==> src/hw/agc_flag_params.svh <==
// Register indices, field positions, reset values and bus codes for the AGC flag block
`ifndef AGC_FLAG_PARAMS_SVH
`define AGC_FLAG_PARAMS_SVH

// ====================================================================
// Register indices (byte address is four times the index)
`define IDX_OVL_LIMIT 10'h188
`define IDX_OVL_PULSE 10'h189
`define IDX_UNSTABLE 10'h18F
`define IDX_PKA_LO 10'h193
`define IDX_PKA_HI 10'h194
`define IDX_PKB_LO 10'h195
`define IDX_PKB_HI 10'h196
`define IDX_FLOOR_LO 10'h197
`define IDX_FLOOR_HI 10'h198
`define IDX_HOLD_SIG 10'h199
`define IDX_HOLD_POW 10'h19A
`define IDX_SRC_A 10'h19B
`define IDX_SRC_B 10'h19C
`define IDX_OUT_EN 10'h19E
`define IDX_IRQ_STAT 10'h1A0
`define IDX_IRQ_MASK 10'h1A1

// ====================================================================
// Field positions
`define BIT_UNSTABLE 0
`define BIT_CLEAR 1
`define BIT_EN_A 0
`define BIT_EN_B 1
`define BIT_EN_OR 4
`define IRQ_OVERLOAD 0
`define IRQ_FLOOR 1

// ====================================================================
// Reset values
`define RST_OVL_LIMIT 3'h5
`define RST_OVL_PULSE 5'h01
`define RST_ZERO8 8'h00

// ====================================================================
// Bus codes and timing
`define RESP_OKAY 2'h0
`define RESP_SLVERR 2'h2
`define OVL_WINDOW 8
`endif

==> src/hw/agc_flag_pkg.sv <==
// Types shared by the AGC flag block
package agc_flag_pkg;
  typedef enum logic [2:0] {
    SRC_OVERLOAD = 3'h0,
    SRC_PEAK_A = 3'h4,
    SRC_PEAK_B = 3'h5,
    SRC_FLOOR = 3'h6
  } source_t;
endpackage

==> src/hw/agc_flag_threshold_outputs.sv <==
// AGC flag generation, thresholds and pin selection behind an AXI4-Lite slave
`timescale 1ns/1ns
`include "agc_flag_params.svh"

// Summary of operation
// RULE_01: A detected overload sets the sticky instability bit, which stays set.
// RULE_02: Only the clear bit or reset clears the instability bit; reads do not.
// RULE_03: Writing one to bit 1 of the instability register clears it; bit 1 reads zero.
// RULE_04: Peak limit A is 12 bits, low byte in one register, bits 3..0 of the next on top.
// RULE_05: Peak limit B is 12 bits split the same way over the following pair.
// RULE_06: The floor limit is 12 bits, low byte plus upper nibble in the next register.
// RULE_07: The hold period is an 8-bit significand and a 4-bit power, both reset to zero.
// RULE_08: Pin three source code: 000 overload, 100 above A, 101 above B, 110 below floor.
// RULE_09: Pin four uses the same codes from its own selector, reset to 000.
// RULE_10: With bit 4 of the enable register set the overload pulse is ORed into peak flags.
// RULE_11: Enable bit 1 clear forces pin four low, set passes its chosen flag.
// RULE_12: Enable bit 0 clear forces pin three low, set passes its chosen flag.
// RULE_13: Overload is detected when more than the limit of eight samples sit at full scale.
// RULE_14: Each detection gives an overload pulse of (length plus one) times eight cycles.
// RULE_15: The floor flag rises after significand times two to the power samples below it.
// RULE_16: Reserved source codes drive the pin low.
module agc_flag_threshold_outputs
  import agc_flag_pkg::*;
#(
  parameter int ADDR_W = 12
) (
  input wire logic clk_sys_in,
  input wire logic rstn_in,
  input wire logic adc_full_scale_in,
  input wire logic peak_valid_in,
  input wire logic [11:0] peak_mag_in,
  input wire logic [ADDR_W-1:0] s_axi_awaddr_in,
  input wire logic s_axi_awvalid_in,
  output logic s_axi_awready_out,
  input wire logic [31:0] s_axi_wdata_in,
  input wire logic [3:0] s_axi_wstrb_in,
  input wire logic s_axi_wvalid_in,
  output logic s_axi_wready_out,
  output logic [1:0] s_axi_bresp_out,
  output logic s_axi_bvalid_out,
  input wire logic s_axi_bready_in,
  input wire logic [ADDR_W-1:0] s_axi_araddr_in,
  input wire logic s_axi_arvalid_in,
  output logic s_axi_arready_out,
  output logic [31:0] s_axi_rdata_out,
  output logic [1:0] s_axi_rresp_out,
  output logic s_axi_rvalid_out,
  input wire logic s_axi_rready_in,
  output logic gain_pin_three_out,
  output logic gain_pin_four_out,
  output logic overload_pulse_out,
  output logic irq_out
);

  // ==================================================================
  // Functions
  function automatic logic [3:0] ones8(input logic [7:0] v);
    logic [3:0] n;
    n = 4'h0;
    for (int i = 0; i < 8; i++) begin
      n = n + {3'h0, v[i]};
    end
    return n;
  endfunction

  function automatic logic pick(input logic [2:0] sel, input logic ov,
                                input logic pa, input logic pb,
                                input logic fl, input logic orr);
    logic x;
    x = orr & ov;
    case (sel)
      SRC_OVERLOAD: pick = ov; // RULE_08
      SRC_PEAK_A: pick = pa | x; // RULE_10
      SRC_PEAK_B: pick = pb | x;
      SRC_FLOOR: pick = fl | x;
      default: pick = 1'b0; // RULE_16
    endcase
  endfunction

  function automatic logic [1:0] resp_of(input logic ok);
    return ok ? `RESP_OKAY : `RESP_SLVERR;
  endfunction

  // ==================================================================
  // Register storage
  logic [2:0] ovl_limit_q;
  logic [4:0] ovl_len_q;
  logic unstable_q;
  logic [7:0] pka_lo_q;
  logic [3:0] pka_hi_q;
  logic [7:0] pkb_lo_q;
  logic [3:0] pkb_hi_q;
  logic [7:0] floor_lo_q;
  logic [3:0] floor_hi_q;
  logic [7:0] hold_sig_q;
  logic [3:0] hold_pow_q;
  logic [2:0] src_a_q;
  logic [2:0] src_b_q;
  logic [4:0] out_en_q;
  logic [1:0] irq_stat_q;
  logic [1:0] irq_mask_q;

  // ==================================================================
  // AXI4-Lite write channel
  logic aw_held_q;
  logic w_held_q;
  logic [ADDR_W-1:0] awaddr_q;
  logic [31:0] wdata_q;
  logic wlane_q;
  logic bvalid_q;
  logic [1:0] bresp_q;

  wire aw_fire = s_axi_awvalid_in & ~aw_held_q;
  wire w_fire = s_axi_wvalid_in & ~w_held_q;
  wire wr_go = aw_held_q & w_held_q & ~bvalid_q;
  wire [9:0] wr_idx = awaddr_q[11:2];
  wire [7:0] wb = wdata_q[7:0];
  wire wr_ok;
  // Only byte lane 0 carries register data; other lanes are ignored
  wire wr_en = wr_go & wlane_q & wr_ok;

  wire we_limit = wr_en && wr_idx == `IDX_OVL_LIMIT;
  wire we_len = wr_en && wr_idx == `IDX_OVL_PULSE;
  wire we_unst = wr_en && wr_idx == `IDX_UNSTABLE;
  wire we_pka_lo = wr_en && wr_idx == `IDX_PKA_LO;
  wire we_pka_hi = wr_en && wr_idx == `IDX_PKA_HI;
  wire we_pkb_lo = wr_en && wr_idx == `IDX_PKB_LO;
  wire we_pkb_hi = wr_en && wr_idx == `IDX_PKB_HI;
  wire we_fl_lo = wr_en && wr_idx == `IDX_FLOOR_LO;
  wire we_fl_hi = wr_en && wr_idx == `IDX_FLOOR_HI;
  wire we_sig = wr_en && wr_idx == `IDX_HOLD_SIG;
  wire we_pow = wr_en && wr_idx == `IDX_HOLD_POW;
  wire we_src_a = wr_en && wr_idx == `IDX_SRC_A;
  wire we_src_b = wr_en && wr_idx == `IDX_SRC_B;
  wire we_en = wr_en && wr_idx == `IDX_OUT_EN;
  wire we_stat = wr_en && wr_idx == `IDX_IRQ_STAT;
  wire we_mask = wr_en && wr_idx == `IDX_IRQ_MASK;
  wire clear_req = we_unst & wb[`BIT_CLEAR]; // RULE_03

  assign s_axi_awready_out = ~aw_held_q;
  assign s_axi_wready_out = ~w_held_q;
  assign s_axi_bvalid_out = bvalid_q;
  assign s_axi_bresp_out = bresp_q;

  always_ff @(posedge clk_sys_in) begin
    if (!rstn_in) begin
      aw_held_q <= 1'b0;
      w_held_q <= 1'b0;
      awaddr_q <= '0;
      wdata_q <= 32'h0;
      wlane_q <= 1'b0;
      bvalid_q <= 1'b0;
      bresp_q <= `RESP_OKAY;
    end else begin
      if (aw_fire) begin
        aw_held_q <= 1'b1;
        awaddr_q <= s_axi_awaddr_in;
      end
      if (w_fire) begin
        w_held_q <= 1'b1;
        wdata_q <= s_axi_wdata_in;
        wlane_q <= s_axi_wstrb_in[0];
      end
      if (wr_go) begin
        aw_held_q <= 1'b0;
        w_held_q <= 1'b0;
        bvalid_q <= 1'b1;
        bresp_q <= resp_of(wr_ok);
      end else if (bvalid_q && s_axi_bready_in) begin
        bvalid_q <= 1'b0;
      end
    end
  end

  // ==================================================================
  // Read decode
  logic [7:0] rd_byte;
  logic rd_hit;
  logic wr_hit;
  logic [9:0] rd_idx;
  logic arvalid_seen;
  logic rvalid_q;
  logic [31:0] rdata_q;
  logic [1:0] rresp_q;

  assign rd_idx = s_axi_araddr_in[11:2];
  assign arvalid_seen = s_axi_arvalid_in & ~rvalid_q;
  assign s_axi_arready_out = ~rvalid_q;
  assign s_axi_rvalid_out = rvalid_q;
  assign s_axi_rdata_out = rdata_q;
  assign s_axi_rresp_out = rresp_q;

  function automatic logic mapped(input logic [9:0] idx);
    case (idx)
      `IDX_OVL_LIMIT, `IDX_OVL_PULSE, `IDX_UNSTABLE, `IDX_PKA_LO, `IDX_PKA_HI,
      `IDX_PKB_LO, `IDX_PKB_HI, `IDX_FLOOR_LO, `IDX_FLOOR_HI, `IDX_HOLD_SIG,
      `IDX_HOLD_POW, `IDX_SRC_A, `IDX_SRC_B, `IDX_OUT_EN, `IDX_IRQ_STAT,
      `IDX_IRQ_MASK: mapped = 1'b1;
      default: mapped = 1'b0;
    endcase
  endfunction

  assign rd_hit = mapped(rd_idx);
  assign wr_hit = mapped(wr_idx);
  assign wr_ok = wr_hit;

  // Reading the instability register has no side effect
  always_comb begin
    case (rd_idx)
      `IDX_OVL_LIMIT: rd_byte = {5'h0, ovl_limit_q};
      `IDX_OVL_PULSE: rd_byte = {3'h0, ovl_len_q};
      `IDX_UNSTABLE: rd_byte = {7'h0, unstable_q}; // RULE_02
      `IDX_PKA_LO: rd_byte = pka_lo_q;
      `IDX_PKA_HI: rd_byte = {4'h0, pka_hi_q};
      `IDX_PKB_LO: rd_byte = pkb_lo_q;
      `IDX_PKB_HI: rd_byte = {4'h0, pkb_hi_q};
      `IDX_FLOOR_LO: rd_byte = floor_lo_q;
      `IDX_FLOOR_HI: rd_byte = {4'h0, floor_hi_q};
      `IDX_HOLD_SIG: rd_byte = hold_sig_q;
      `IDX_HOLD_POW: rd_byte = {4'h0, hold_pow_q};
      `IDX_SRC_A: rd_byte = {5'h0, src_a_q};
      `IDX_SRC_B: rd_byte = {5'h0, src_b_q};
      `IDX_OUT_EN: rd_byte = {3'h0, out_en_q};
      `IDX_IRQ_STAT: rd_byte = {6'h0, irq_stat_q};
      `IDX_IRQ_MASK: rd_byte = {6'h0, irq_mask_q};
      default: rd_byte = 8'h00;
    endcase
  end

  always_ff @(posedge clk_sys_in) begin
    if (!rstn_in) begin
      rvalid_q <= 1'b0;
      rdata_q <= 32'h0;
      rresp_q <= `RESP_OKAY;
    end else if (arvalid_seen) begin
      rvalid_q <= 1'b1;
      rdata_q <= {24'h0, rd_byte};
      rresp_q <= resp_of(rd_hit);
    end else if (rvalid_q && s_axi_rready_in) begin
      rvalid_q <= 1'b0;
    end
  end

  // ==================================================================
  // Configuration registers
  always_ff @(posedge clk_sys_in) begin
    if (!rstn_in) begin
      ovl_limit_q <= `RST_OVL_LIMIT;
      ovl_len_q <= `RST_OVL_PULSE;
      pka_lo_q <= `RST_ZERO8;
      pka_hi_q <= 4'h0;
      pkb_lo_q <= `RST_ZERO8;
      pkb_hi_q <= 4'h0;
      floor_lo_q <= `RST_ZERO8;
      floor_hi_q <= 4'h0;
      hold_sig_q <= `RST_ZERO8; // RULE_07
      hold_pow_q <= 4'h0; // RULE_07
      src_a_q <= SRC_OVERLOAD;
      src_b_q <= SRC_OVERLOAD; // RULE_09
      out_en_q <= 5'h00;
      irq_mask_q <= 2'h0;
    end else begin
      if (we_limit) ovl_limit_q <= wb[2:0];
      if (we_len) ovl_len_q <= wb[4:0];
      if (we_pka_lo) pka_lo_q <= wb; // RULE_04
      if (we_pka_hi) pka_hi_q <= wb[3:0]; // RULE_04
      if (we_pkb_lo) pkb_lo_q <= wb; // RULE_05
      if (we_pkb_hi) pkb_hi_q <= wb[3:0]; // RULE_05
      if (we_fl_lo) floor_lo_q <= wb; // RULE_06
      if (we_fl_hi) floor_hi_q <= wb[3:0]; // RULE_06
      if (we_sig) hold_sig_q <= wb;
      if (we_pow) hold_pow_q <= wb[3:0];
      if (we_src_a) src_a_q <= wb[2:0];
      if (we_src_b) src_b_q <= wb[2:0];
      if (we_en) out_en_q <= {wb[`BIT_EN_OR], 2'h0, wb[1:0]};
      if (we_mask) irq_mask_q <= wb[1:0];
    end
  end

  // ==================================================================
  // Overload detection and pulse
  logic [7:0] fs_win_q;
  logic over_q;
  logic [8:0] pulse_cnt_q;
  wire over_now = ones8(fs_win_q) > {1'b0, ovl_limit_q}; // RULE_13
  wire ovl_detect = over_now & ~over_q;
  // Counts whole groups of eight cycles; a retrigger restarts the length
  wire [8:0] pulse_load = 9'(({4'h0, ovl_len_q} + 9'h001) << 3); // RULE_14
  wire ovl_pulse = pulse_cnt_q != 9'h000;
  assign overload_pulse_out = ovl_pulse;

  always_ff @(posedge clk_sys_in) begin
    if (!rstn_in) begin
      fs_win_q <= 8'h00;
      over_q <= 1'b0;
      pulse_cnt_q <= 9'h000;
      unstable_q <= 1'b0;
    end else begin
      fs_win_q <= {fs_win_q[6:0], adc_full_scale_in};
      over_q <= over_now;
      if (ovl_detect) pulse_cnt_q <= pulse_load; // RULE_14
      else if (ovl_pulse) pulse_cnt_q <= pulse_cnt_q - 9'h001;
      // A detection in the clearing cycle wins
      if (ovl_detect) unstable_q <= 1'b1; // RULE_01
      else if (clear_req) unstable_q <= 1'b0; // RULE_03
    end
  end

  // ==================================================================
  // Peak comparisons and floor dwell
  wire [11:0] limit_a = {pka_hi_q, pka_lo_q}; // RULE_04
  wire [11:0] limit_b = {pkb_hi_q, pkb_lo_q}; // RULE_05
  wire [11:0] floor_lim = {floor_hi_q, floor_lo_q}; // RULE_06
  wire [22:0] dwell_target = 23'({15'h0, hold_sig_q} << hold_pow_q); // RULE_07
  logic above_a_q;
  logic above_b_q;
  logic below_q;
  logic [22:0] dwell_cnt_q;
  logic floor_q;
  wire dwell_next = peak_mag_in < floor_lim;
  wire floor_now = below_q && dwell_cnt_q >= dwell_target; // RULE_15

  always_ff @(posedge clk_sys_in) begin
    if (!rstn_in) begin
      above_a_q <= 1'b0;
      above_b_q <= 1'b0;
      below_q <= 1'b0;
      dwell_cnt_q <= 23'h0;
      floor_q <= 1'b0;
    end else begin
      floor_q <= floor_now;
      if (peak_valid_in) begin
        above_a_q <= peak_mag_in > limit_a;
        above_b_q <= peak_mag_in > limit_b;
        below_q <= dwell_next;
        if (!dwell_next) dwell_cnt_q <= 23'h0; // RULE_15
        else if (dwell_cnt_q < dwell_target) dwell_cnt_q <= dwell_cnt_q + 23'h1;
      end
    end
  end

  // ==================================================================
  // Pin drive and interrupts
  logic pin_a_q;
  logic pin_b_q;
  wire or_en = out_en_q[`BIT_EN_OR];
  wire flag_a = pick(src_a_q, ovl_pulse, above_a_q, above_b_q, floor_now, or_en);
  wire flag_b = pick(src_b_q, ovl_pulse, above_a_q, above_b_q, floor_now, or_en);
  wire [1:0] irq_set = {floor_now & ~floor_q, ovl_detect};
  wire [1:0] irq_clr = we_stat ? wb[1:0] : 2'h0;
  assign gain_pin_three_out = pin_a_q;
  assign gain_pin_four_out = pin_b_q;
  assign irq_out = |(irq_stat_q & irq_mask_q);

  always_ff @(posedge clk_sys_in) begin
    if (!rstn_in) begin
      pin_a_q <= 1'b0;
      pin_b_q <= 1'b0;
      irq_stat_q <= 2'h0;
    end else begin
      pin_a_q <= out_en_q[`BIT_EN_A] & flag_a; // RULE_12
      pin_b_q <= out_en_q[`BIT_EN_B] & flag_b; // RULE_11
      irq_stat_q <= (irq_stat_q & ~irq_clr) | irq_set;
    end
  end
endmodule

==> config.mk <==
export PLATFORM = sky130hd
export DESIGN_NAME = agc_flag_threshold_outputs
export DESIGN_NICKNAME = d
export VERILOG_FILES = /design/src/hw/agc_flag_pkg.sv /design/src/hw/agc_flag_threshold_outputs.sv
export VERILOG_INCLUDE_DIRS = /design/src /design/src/hw
export SDC_FILE = /design/constraint.sdc
export NUM_CORES = 1
export LEC_CHECK = 0
export BUFFER_PORTS_ARGS = -buffer_cell sky130_fd_sc_hd__buf_2
export CORE_ASPECT_RATIO = 2
export CORE_MARGIN = 2
export CORE_UTILIZATION = 50
export DETAILED_ROUTE_END_ITERATION = 10
export PLACE_DENSITY = 0.74
export SKIP_LAST_GASP = 1
export SYNTH_ARGS = -nofsm -noshare
export SYNTH_HDL_FRONTEND = slang
export SYNTH_SLANG_ARGS = --single-unit
==> constraint.sdc <==
create_clock -name clk_sys_in -period 4.4 [get_ports clk_sys_in]
set_clock_uncertainty 0.05 [all_clocks]
set_input_delay 0.44 -clock clk_sys_in [delete_from_list [all_inputs] [get_ports clk_sys_in]]
set_output_delay 0.44 -clock clk_sys_in [all_outputs]
set_load 0.005 [all_outputs]
[Word level (Yosys, flattened, before mapping)]
Cells that the tools add are included.
Cells by class
  add/subtract/negate cells: 10
  order comparisons: 6
  eq/ne operators: 39
  shift operators: 1
  mux-type cells: 18
  bitwise gates (word level): 27
  reductions and logical operators: 32
Operators by type and width (count)
  $eq A10 B9 Y1 const B: 32
  $pmux W8 S16: 1
  $mux W23: 2
  $reduce_or A16 Y1: 2
  $gt A12 B12 Y1: 2
  $add A23 B1 Y23 const B: 1
  $ge A23 B23 Y1: 1
  $lt A23 B23 Y1: 1
  $shl A8 B4 Y23: 1
  $logic_and A1 B1 Y1: 19
  $eq A3 B3 Y1 const B: 6
  $mux W9: 2
  $add A4 B1 Y4: 4
  $and A1 B1 Y1: 13
  $lt A12 B12 Y1: 1
  $reduce_bool A9 Y1: 1
  $sub A9 B1 Y9 const B: 1
  $mux W1: 8
  $pmux W1 S4: 2
  $reduce_bool A2 Y1: 4
  $not A1 Y1: 7
  $add A5 B1 Y6 const B: 1
  $logic_not A3 Y1: 2
  $mux W2: 3
  11 further kinds: 16
Word-level totals
  flip-flop bits (word level): 154
  input port bits: 81
  output and inout bits: 45
  logic and storage cells: 170

[Longest topological paths before layout]
Gate-level depths: netlist of the first run.
  word-level depth: 10
  mapped depth: 16
  mapped depth without buffers: 15

[Worst setup path before layout of the first run]
No wires, ideal clock.
  path kind: register to register
  start: register fs_win_q[0]
  end: register pulse_cnt_q[8]
  setup time: 0.070 ns
  arrival time: 4.056 ns
  required time: 4.280 ns
  path slack: 0.223 ns
  stages on the path, launching flop included: 17
  buffers on the path: 1
  clock period less this slack: 4.177 ns
  cells stage by stage: dfxtp_1 > fa_1 > inv_1 > fa_1 > fa_1 > inv_1 > ha_1 > fa_1 > ha_1 > nor2b_1 > o21ai_0 > a32oi_1 > a21oi_1 > or2_2 > clkbuf_1 > or3_1 > a21oi_1
On the way
  word-level cells in the longest chain between the ends: 10
  elaborated cells between the ends (all ways): 11
  those cells by class: 7 x add/sub; 1 x order compare; 1 x mux; 1 x bitwise; 1 x reduce/logical
Ends and longest elaborated chain
  start: declaration: line agc_flag_threshold_outputs.sv:282  | logic [7:0] fs_win_q;
  start signal: assignment: line agc_flag_threshold_outputs.sv:299  | fs_win_q <= {fs_win_q[6:0], adc_full_scale_in};
  $add A1 B1 Y2 *: line agc_flag_threshold_outputs.sv:61  | n = n + {3'h0, v[i]};
  $add A2 B1 Y3 *: line agc_flag_threshold_outputs.sv:61
  $add A3 B1 Y4 *: line agc_flag_threshold_outputs.sv:61
  $add A4 B1 Y4 * (4 in series): line agc_flag_threshold_outputs.sv:61
  $gt A4 B3 Y1 *: line agc_flag_threshold_outputs.sv:285  | wire over_now = ones8(fs_win_q) > {1'b0, ovl_limit_q};
  $and A1 B1 Y1 *: line agc_flag_threshold_outputs.sv:286  | wire ovl_detect = over_now & ~over_q;
  $mux W9 or $reduce_bool A2 Y1 (tied branches)
  end signal: assignment: line agc_flag_threshold_outputs.sv:301  | if (ovl_detect) pulse_cnt_q <= pulse_load;
  end signal: assignment: line agc_flag_threshold_outputs.sv:302  | else if (ovl_pulse) pulse_cnt_q <= pulse_cnt_q - 9'h001;
  end: declaration: line agc_flag_threshold_outputs.sv:284  | logic [8:0] pulse_cnt_q;
Mark *: on every way between the ends. The rest lies on a longest branch, timed or not.
A chain may end at the register's enable or synchronous reset.

[Worst setup path after layout of the first run]
Same ends and word-level chain as after synthesis.

==> results.ini, run 1 <==
[sta]
drv_slew=0
slew_headroom=0.146
tightest_slew_ns=1.27
setup_tns_ns=0
setup_viol=0
fin_crit_ns=4.20
fmax_mhz=238
grt_setup_unrepaired=false
min_period_over_period=0.954
finalHoldViolations=0

[pwr]
vdd_drop_max_mv=0.267
p_leak_nw=3.84
powerDensity_nw_per_um2=339

[placement]
dp_hpwl_mm=19.4
place.gp.congestion=0.970
port_buffers=68
placedCellCount=1368
placed_area_um2=9550

[clock_tree]
cts_tree=built
insertion_delay_ns=0.44
h-tree-depth=4
root_buffer=clkbuf_16
cts_made_buffers=17
path_clk_slew_ns=0.06
hold_buffers=0
clock_path_buffers=2
clock-sinks=150

[final_layout]
final_nets=1324
utilization=0.558
area_delta_synth_final_pct=10.3
final_cell_mix=nand2_1, dfxtp_1, nor2_1
drive_gt1_frac=0.119
stdcell_area_um2=10200
stdcell_count=1401

[logic_synthesis]
synth_area_leader_cell=dfxtp_1
postSynth.asyncResetShare=0
netlist.area_leader.share=0.326
syn_area_um2=9220
ys_seq_area_frac=0.326
yosys_register_bits=150
synth_ff_type=dfxtp_1
ys_types=75
avgSynthCellArea_um2=8.11
ys.warnings.count=0
syn_inst=1136
netlist_top_cells_area=dfxtp_1, ha_1, mux2i_1
synth-edff-count=0

[worst_hold_path]
hp-class=input port to flip-flop
holdPathStages=2

[worst_setup_path]
critPathRequiredTime_ns=4.71
setup.worst_path.start_class=flip-flop
r2r.worst_path.cells=15
path_class=flip-flop to flip-flop
crit_arrival_ns=4.51
worstPathMaxFanout=3
cp-end-kind=flip-flop

[routing]
drtAntennaViolNets=0
drt_pass1_iterations=6
routed_wl_mm=25.5
vias=8295
wl_per_cell_um=18.2
drt-initial-drc-count=649
drcViolationCount=0
vias_per_cell=5.92

[die]
die_h_um=196
die_w_um=100
fp.coreArea_um2=18200
die_area_um2=19600
ioPinCount=126
start_util=0.506
rows=70

[global_routing]
gr-max-usage-layer=met2
grt_overflow=0
grt_pass1_wl_mm=40.7
grt_max_degree=59
grt_pass1_vias=8095
use_met2=0.482
use_met3=0.0371
grt_antenna_before_repair=0
met1_usage=0.270
grtUsageTotal=0.267

[run_status]
status=complete, no violations

[flow_run]
max-cap-violations=0

-- cells in the mapped netlist, drive strengths merged (26+ instances only) --
library cell and count:
a21oi 89, buf 43, clkbuf 42, dfxtp 150, ha 68, inv 66
mux2i 59, nand2 149, nand3 48, nor2 116, o21ai 36, xnor2 26
-- final timing paths --
path | from | end | slack, ns
setup / recovery | fs_win_q[0] | pulse_cnt_q[8] | 0.20
hold / removal | s_axi_rready_in | s_axi_rvalid_out | 0.15
setup reg to reg | fs_win_q[0] | pulse_cnt_q[8] | 0.20
hold reg to reg | s_axi_rdata_out[6] | s_axi_rdata_out[6] | 0.40
-- critical path: stages (launching register included) --
cell and delay, ns:
dfxtp_1 0.33, fa_1 0.54, inv_1 0.05, fa_1 0.44, fa_1 0.49, inv_1 0.05
ha_1 0.20, fa_1 0.45, ha_1 0.31, nor2b_1 0.12, o21ai_0 0.07, a32oi_1 0.16
a21oi_1 0.08, or2_2 0.29, or3_1 0.37, a21oi_1 0.14
-- registers in the layout, summed over array words and instances (netlist names), 8 cells and up --
name / cells
awaddr_q: 10
dwell_cnt_q: 23
floor_lo_q: 8
fs_win_q: 8
hold_sig_q: 8
pka_lo_q: 8
pkb_lo_q: 8
pulse_cnt_q: 9
s_axi_rdata_out: 8
wdata_q: 8
-- final cells by class --
| cell class | count | area, um2 |
|---|---|---|
| multi-input cells | 860 | 5620 |
| diodes | 1 | 2.50 |
| repair buffers | 76 | 413 |
| fillers | 1736 | 8050 |
| flip-flops and latches | 150 | 3000 |
| well taps | 216 | 270 |
| clock inverters | 13 | 168 |
| clock buffers | 19 | 443 |
| inverters | 66 | 248 |
-- power by group --
| group | total (mW) | internal (mW) | switching [mW] |
|---|---|---|---|
| Sequential | 1.47 | 1.41 | 0.0679 |
| Clock | 1.53 | 0.914 | 0.619 |
| Combinational | 0.433 | 0.182 | 0.251 |
-- layer usage --
| metal | vias to the layer above | part of all wire |
|---|---|---|
| met5 | - | 0 |
| met4 | 0 | 0.077 |
| met3 | 102 | 0.040 |
| met2 | 277 | 0.52 |
| met1 | 3897 | 0.36 |
| li1 | 4019 | - |
-- cells by family after synthesis --
kind of cell,synth area share
AO/OA/AOI/OAI,0.169
XOR/XNOR,0.0276
adder cells (fa/ha/maj),0.101
buffers and inverters,0.0754
flip-flops,0.326
multiplexers,0.0763
other,0.000407
AND/OR/NAND/NOR,0.224
-- through the flow --
stage | power [mW] | hold slack [ns] | setup WS (ns)
final | 3.44 | 0.148 | 0.201
after global placement | 1.92 | 0.389 | 0.262
after CTS | 3.46 | 0.142 | 0.169
after global routing | 3.57 | 0.150 | 0.0182
after floorplan | 1.82 | 0.384 | 0.223
after detailed placement | 1.93 | 0.397 | 0.180
-- repair_timing --
action	in CTS	in global routing
setup buffers	0	0
setup endpoints to repair	0	1
resized for setup	0	1
(Power assumes the default switching activity.)
==> run 2, diff against run 1 <==
- ABC_AREA: not set -> 1
- PLACE_DENSITY: 0.74 -> 0.73
==> results.ini, run 2 <==
[run_status]
status=complete, no violations  ; unchanged

[routing]
drt-met1-wl_mm=10.5  ; was 9.18 mm
drtAntennaViolNets=0  ; unchanged
dr_wl_met3_mm=1.27  ; was 1.03 mm
route.met2.wl_mm=16.1  ; was 13.3 mm
vias_per_cell=5.61  ; was 5.92
vias=10100  ; was 8295
drt-initial-drc-count=509  ; was 649
routed_wl_mm=30.3  ; was 25.5 mm
drt_pass1_iterations=7  ; was 6
routed.top_layer=met4  ; unchanged
drcViolationCount=0  ; unchanged
wl_per_cell_um=16.8  ; was 18.2 um

[pwr]
combPwrFrac=0.153  ; was 0.126
power_frac_seq=0.424  ; was 0.429
power.switching_mw=1.00  ; was 0.938 mW
internal_power_mw=2.49  ; was 2.50 mW
sw_frac_of_total=0.287  ; was 0.273
p_leak_nw=4.44  ; was 3.84 nW
vdd_drop_max_mv=0.292  ; was 0.267 mV
clkPwrFrac=0.424  ; was 0.445
powerDensity_nw_per_um2=319  ; was 339 nW/um2

[logic_synthesis]
ys.warnings.count=0  ; unchanged
syn_area_um2=10000  ; was 9220 um2
ys_seq_area_frac=0.299  ; was 0.326
ys_types=49  ; was 75
netlist_top_cells_area=dfxtp_1, nand2_1, ha_1  ; was dfxtp_1, ha_1, mux2i_1
synth_commonest_cells=nand2_1, inv_1, a21oi_1  ; was dfxtp_1, nand2_1, nor2_1
synth_ff_type=dfxtp_1  ; unchanged
postSynth.asyncResetShare=0  ; unchanged
synth_area_leader_cell=dfxtp_1  ; unchanged
synth-edff-count=0  ; unchanged
yosysMostFrequentCell=nand2_1  ; was dfxtp_1
avgSynthCellArea_um2=6.72  ; was 8.11 um2
yosys_register_bits=150  ; unchanged
syn_inst=1494  ; was 1136
netlist.area_leader.share=0.299  ; was 0.326

[sta]
fin_crit_ns=3.99  ; was 4.20 ns
drv_slew=0  ; unchanged
finalHoldViolations=0  ; unchanged
worst_slack_ns=0.410  ; was 0.201 ns
slew_headroom=0.203  ; was 0.146
setup_viol=0  ; unchanged
setup_tns_ns=0  ; unchanged
min_period_over_period=0.907  ; was 0.954
grt_setup_unrepaired=false  ; unchanged
fmax_mhz=251  ; was 238 MHz
tightest_slew_ns=1.18  ; was 1.27 ns

[worst_hold_path]
hp-class=input port to flip-flop  ; unchanged
hp-start=adc_full_scale_in  ; was s_axi_rready_in

[clock_tree]
h-tree-depth=4  ; unchanged
cts_tree=built  ; unchanged
postCtsSetupRepairBufs=0  ; unchanged
hold_buffers=0  ; unchanged
clock_path_buffers=2  ; unchanged
root_buffer=clkbuf_16  ; unchanged
ctsResizeCount=0  ; unchanged
cts_made_buffers=17  ; unchanged
clock-sinks=150  ; unchanged
insertion_delay_ns=0.45  ; was 0.44 ns
path_clk_slew_ns=0.06  ; about the same

[worst_setup_path]
path_class=flip-flop to flip-flop  ; unchanged
slowest_stage=fa_1  ; unchanged
cp-end-kind=flip-flop  ; unchanged
crit_arrival_ns=4.31  ; was 4.51 ns
startpoint=fs_win_q[0]  ; unchanged
crit_chain=fa_1, inv_1, fa_1, fa_1, inv_1, ha_1, fa_1, xor2_1, ha_1, inv_1, o21ai_0, a21boi_0, nor2_1, nor2_1, nand2_1, a31oi_1  ; was fa_1, inv_1, fa_1, fa_1, inv_1, ha_1, fa_1, ha_1, nor2b_1, o21ai_0, a32oi_1, a21oi_1, or2_2, or3_1, a21oi_1
cpMostUsedCell=fa_1  ; unchanged
slowest_delay_ns=0.53  ; was 0.54 ns
timing.rr.start=fs_win_q[0]  ; unchanged
worstPathMaxFanout=4  ; was 3
critPathRequiredTime_ns=4.72  ; was 4.71 ns
setup.worst_path.start_class=flip-flop  ; unchanged

[global_routing]
grtUsageTotal=0.291  ; was 0.267
grt_max_degree=84  ; was 59
grt_pass1_wl_mm=48.5  ; was 40.7 mm
grt_overflow=0  ; unchanged
grt_antenna_before_repair=0  ; unchanged
grt_pass1_vias=9572  ; was 8095

[die]
die_area_um2=21300  ; was 19600 um2
fp.coreArea_um2=19800  ; was 18200 um2
ioPinCount=126  ; unchanged
die_h_um=204  ; was 196 um
die_w_um=104  ; was 100 um
start_util=0.507  ; was 0.506
rows=73  ; was 70

[final_layout]
drive_gt1_frac=0.0993  ; was 0.119
largest_register_ff_count=23  ; unchanged
area_delta_synth_final_pct=9.15  ; was 10.3%
top_regs=dwell_cnt_q x23, awaddr_q x10, pulse_cnt_q x9  ; unchanged
nFillCells=2001  ; was 1736
regArea_um2=3000  ; about the same
final_common_cell=nand2_1
antennaDiodeCount=0  ; was 1
multi_input_area_um2=5950  ; was 5620 um2
stdcell_count=1803  ; was 1401
final_cell_mix=nand2_1, inv_1, a21oi_1  ; was nand2_1, dfxtp_1, nor2_1
regMostFlops=dwell_cnt_q  ; unchanged
stdcell_area_um2=11000  ; was 10200 um2
final_nets=1681  ; was 1324

[flow_run]
max-cap-violations=0  ; unchanged

[placement]
place_ws_ns=0.382  ; was 0.180 ns
dp_hpwl_mm=23.9  ; was 19.4 mm
placed_area_um2=10400  ; was 9550 um2
placedCellCount=1771  ; was 1368
place.gp.congestion=0.979  ; was 0.970
port_buffers=68  ; unchanged

## run 2: changes by cell type after synthesis, sizes merged, moves of 42 or more
cell / before / now
nand3: 48 / 98
o21ai: 36 / 80
nand4: 21 / 101
nor2: 116 / 158
nand2: 149 / 319
a21oi: 89 / 156
mux2i: 59 / 6
inv: 66 / 169
## run 2: per-layer routing
layer  vias to the layer above  global-route usage
met5                         -                   0
li1                       5016                   -
met2                       334               0.546
met3                       110              0.0469
met1                      4659               0.283
met4                         0               0.213
## run 2: layout make-up
type                    count  share of cell area
inverters                 174              0.0596
clock buffers              18              0.0392
clock inverters            14              0.0146
repair buffers             79              0.0397
flip-flops and latches    150               0.274
multi-input cells        1106               0.543
well taps                 262              0.0299
## run 2: worst paths after layout
kind	end	slack, ns	cells after the start
min	fs_win_q[0]	0.13	3
max reg2reg	pulse_cnt_q[3]	0.41	16
max	pulse_cnt_q[3]	0.41	16
min reg2reg	irq_stat_q[1]	0.36	1
## run 2: through the flow
| step | hold slack, ns | power, mW | utilization |
|---|---|---|---|
| after floorplan | 0.339 | 1.90 | - |
| after global placement | 0.360 | 2.02 | 0.523 |
| after detailed placement | 0.367 | 2.04 | 0.523 |
| after CTS | 0.115 | 3.51 | 0.553 |
| after global routing | 0.137 | 3.65 | 0.553 |
| final | 0.128 | 3.49 | 0.553 |
## run 2: kinds of logic (layout without fill, tap and decap cells)
group / Yosys count / in the layout / share of synthesized area
buffers and inverters: 263 / 285 / 0.118
AO/OA/AOI/OAI: 262 / 262 / 0.138
adder cells (fa/ha/maj): 72 / 72 / 0.0927
AND/OR/NAND/NOR: 714 / 714 / 0.324
other: 1 / 26 / 0.000373
flip-flops: 150 / 150 / 0.299
XOR/XNOR: 26 / 26 / 0.0227
multiplexers: 6 / 6 / 0.00598
## run 2: critical path: cells and delay by family, from the launching register on
family / cells / cell delay [ns]
XOR/XNOR: 1 / 0.18
flip-flops: 1 / 0.32
AND/OR/NAND/NOR: 3 / 0.41
buffers and inverters: 3 / 0.15
adder cells (fa/ha/maj): 6 / 2.34
AO/OA/AOI/OAI: 3 / 0.48
## run 2: power by group through the flow
stage / registers, mW / clock network, mW / logic, mW
4_1_cts: 1.48 / 1.50 / 0.532
2_1_floorplan: 1.48 / 0 / 0.422
3_5_place_dp: 1.51 / 0 / 0.529
5_1_grt: 1.48 / 1.56 / 0.610
3_3_place_gp: 1.50 / 0 / 0.520
6_report: 1.48 / 1.48 / 0.534
==> run 3, diff against run 2 <==
- BUFFER_PORTS_ARGS: -buffer_cell sky130_fd_sc_hd__buf_2 -> not set
- DONT_BUFFER_PORTS: not set -> 1
- PLACE_DENSITY: 0.73 -> 0.68
- TNS_END_PERCENT: not set -> 20
==> results.ini, run 3 (synthesis results as in run 2) <==
[pwr]
p_total_mw=3.62  ; was 3.49 mW
vdd_drop_max_mv=0.380  ; was 0.292 mV
p_leak_nw=4.17  ; was 4.44 nW
powerDensity_nw_per_um2=339  ; was 319 nW/um2

[worst_setup_path]
slowest_stage=fa_1  ; unchanged
crit_arrival_ns=4.31  ; about the same
setup.worst_path.start_class=flip-flop  ; unchanged
slowest_delay_ns=0.53  ; about the same
cp-end-kind=flip-flop  ; unchanged
critPathRequiredTime_ns=4.72  ; about the same
path_class=flip-flop to flip-flop  ; unchanged
r2r.worst_path.cells=16  ; unchanged
worstPathMaxFanout=4  ; unchanged
regToRegSetupSlack_ns=0.41  ; about the same
cpMostUsedCell=fa_1  ; unchanged
crit_chain=fa_1, inv_1, fa_1, fa_1, inv_1, ha_1, fa_1, xor2_1, ha_1, inv_1, o21ai_0, a21boi_0, nor2_1, nor2_1, nand2_1, a31oi_1  ; unchanged

[sta]
grt_setup_unrepaired=false  ; unchanged
tightest_slew_ns=1.04  ; was 1.18 ns
setup_tns_ns=0  ; unchanged
hold_slack_ns=0.0473  ; was 0.128 ns
min_period_over_period=0.907  ; about the same
fin_crit_ns=3.99  ; about the same
drv_slew=0  ; unchanged
slew_headroom=0.302  ; was 0.203
finalHoldViolations=0  ; unchanged
fmax_mhz=251  ; about the same
setup_viol=0  ; unchanged

[routing]
drt-initial-drc-count=538  ; was 509
vias=9785  ; was 10100
drtAntennaViolNets=0  ; unchanged
routed_wl_mm=30.2  ; was 30.3 mm
vias_per_cell=5.65  ; was 5.61
wl_per_cell_um=17.4  ; was 16.8 um
drcViolationCount=0  ; unchanged
drt_pass1_iterations=5  ; was 7

[worst_hold_path]
holdPathStages=2  ; was 3
hp-class=input port to flip-flop  ; unchanged

[clock_tree]
ctsResizeCount=0  ; unchanged
root_buffer=clkbuf_16  ; unchanged
cts_tree=built  ; unchanged
insertion_delay_ns=0.45  ; about the same
clock-sinks=150  ; unchanged
postCtsSetupRepairBufs=0  ; unchanged
hold_buffers=0  ; unchanged
clock_path_buffers=2  ; unchanged
cts_made_buffers=17  ; unchanged
h-tree-depth=4  ; unchanged
path_clk_slew_ns=0.06  ; about the same

[placement]
dp_hpwl_mm=23.8  ; was 23.9 mm
port_buffers=0  ; was 68
placedCellCount=1701  ; was 1771
place.gp.congestion=1.00  ; was 0.979

[final_layout]
top_regs=dwell_cnt_q x23, awaddr_q x10, pulse_cnt_q x9  ; unchanged
stdcell_count=1732  ; was 1803
antennaDiodeCount=0  ; unchanged
drive_gt1_frac=0.0558  ; was 0.0993
utilization=0.539  ; was 0.553
nFillCells=2027  ; was 2001
area_delta_synth_final_pct=6.43  ; was 9.15%
regArea_um2=3000  ; unchanged
multi_input_area_um2=5950  ; unchanged
final_common_cell=nand2_1  ; unchanged
regMostFlops=dwell_cnt_q  ; unchanged
largest_register_ff_count=23  ; unchanged
final_cell_mix=nand2_1, inv_1, a21oi_1  ; unchanged
final_nets=1611  ; was 1681

[die]
ioPinCount=126  ; unchanged
die_h_um=204  ; unchanged
start_util=0.507  ; unchanged
die_area_um2=21300  ; unchanged
rows=73  ; unchanged
fp.coreArea_um2=19800  ; unchanged
die_w_um=104  ; unchanged

[global_routing]
grt_pass1_wl_mm=48.1  ; was 48.5 mm
grt_max_degree=62  ; was 84
grtUsageTotal=0.290  ; was 0.291
grt_pass1_vias=9573  ; was 9572
grt_overflow=0  ; unchanged
grt_antenna_before_repair=0  ; unchanged

[run_status]
status=complete, no violations  ; unchanged

[flow_run]
max-cap-violations=0  ; unchanged

==> run 3: path summary, 6_finish.rpt <==
path,start,endpoint
max,fs_win_q[0],pulse_cnt_q[3]
min,adc_full_scale_in,fs_win_q[0]
max reg2reg,fs_win_q[0],pulse_cnt_q[3]
min reg2reg,floor_q,irq_stat_q[1]
==> run 3: layer usage <==
layer  share of wire  vias to the layer above  routed length (um)  global-route usage
met5               0                        -                   0                   0
met4           0.088                        0                2670               0.248
met3           0.040                      129                1200              0.0580
met2            0.53                      266               16200               0.553
met1            0.34                     4503               10200               0.254
li1                -                     4887                   -                   -
==> run 3: metrics by stage <==
step / area (um2) / setup WS (ns)
after floorplan: 10100 / 0.467
after global placement: 10000 / 0.447
after detailed placement: 10000 / 0.388
after CTS: 10700 / 0.388
after global routing: 10700 / 0.0690
final: 10700 / 0.411
==> run 3: critical path: cells and delay by family (launching register included) <==
kind,cells,cell delay (ns)
adders and majority gates,6,2.34
AOI/OAI and AO/OA,3,0.47
and+or+nand+nor,3,0.42
DFF,1,0.32
xor gates and xnor gates,1,0.18
buffers and inverters,3,0.14
==> run 3: power by group <==
part           internal [mW]  leakage (nW)  switching (mW)  total [mW]
Combinational          0.167          2.64           0.315       0.482
Sequential              1.42          1.22          0.0619        1.48
Clock                   1.06         0.312           0.598        1.66
==> run 3: cell type report <==
class	instances	area share
Timing Repair Buffer	9	0.00866
Inverter	174	0.0611
Clock buffer	18	0.0402
Tap cell	262	0.0307
Sequential cell	150	0.281
Multi-Input combinational cell	1106	0.557
Clock inverter	13	0.0215
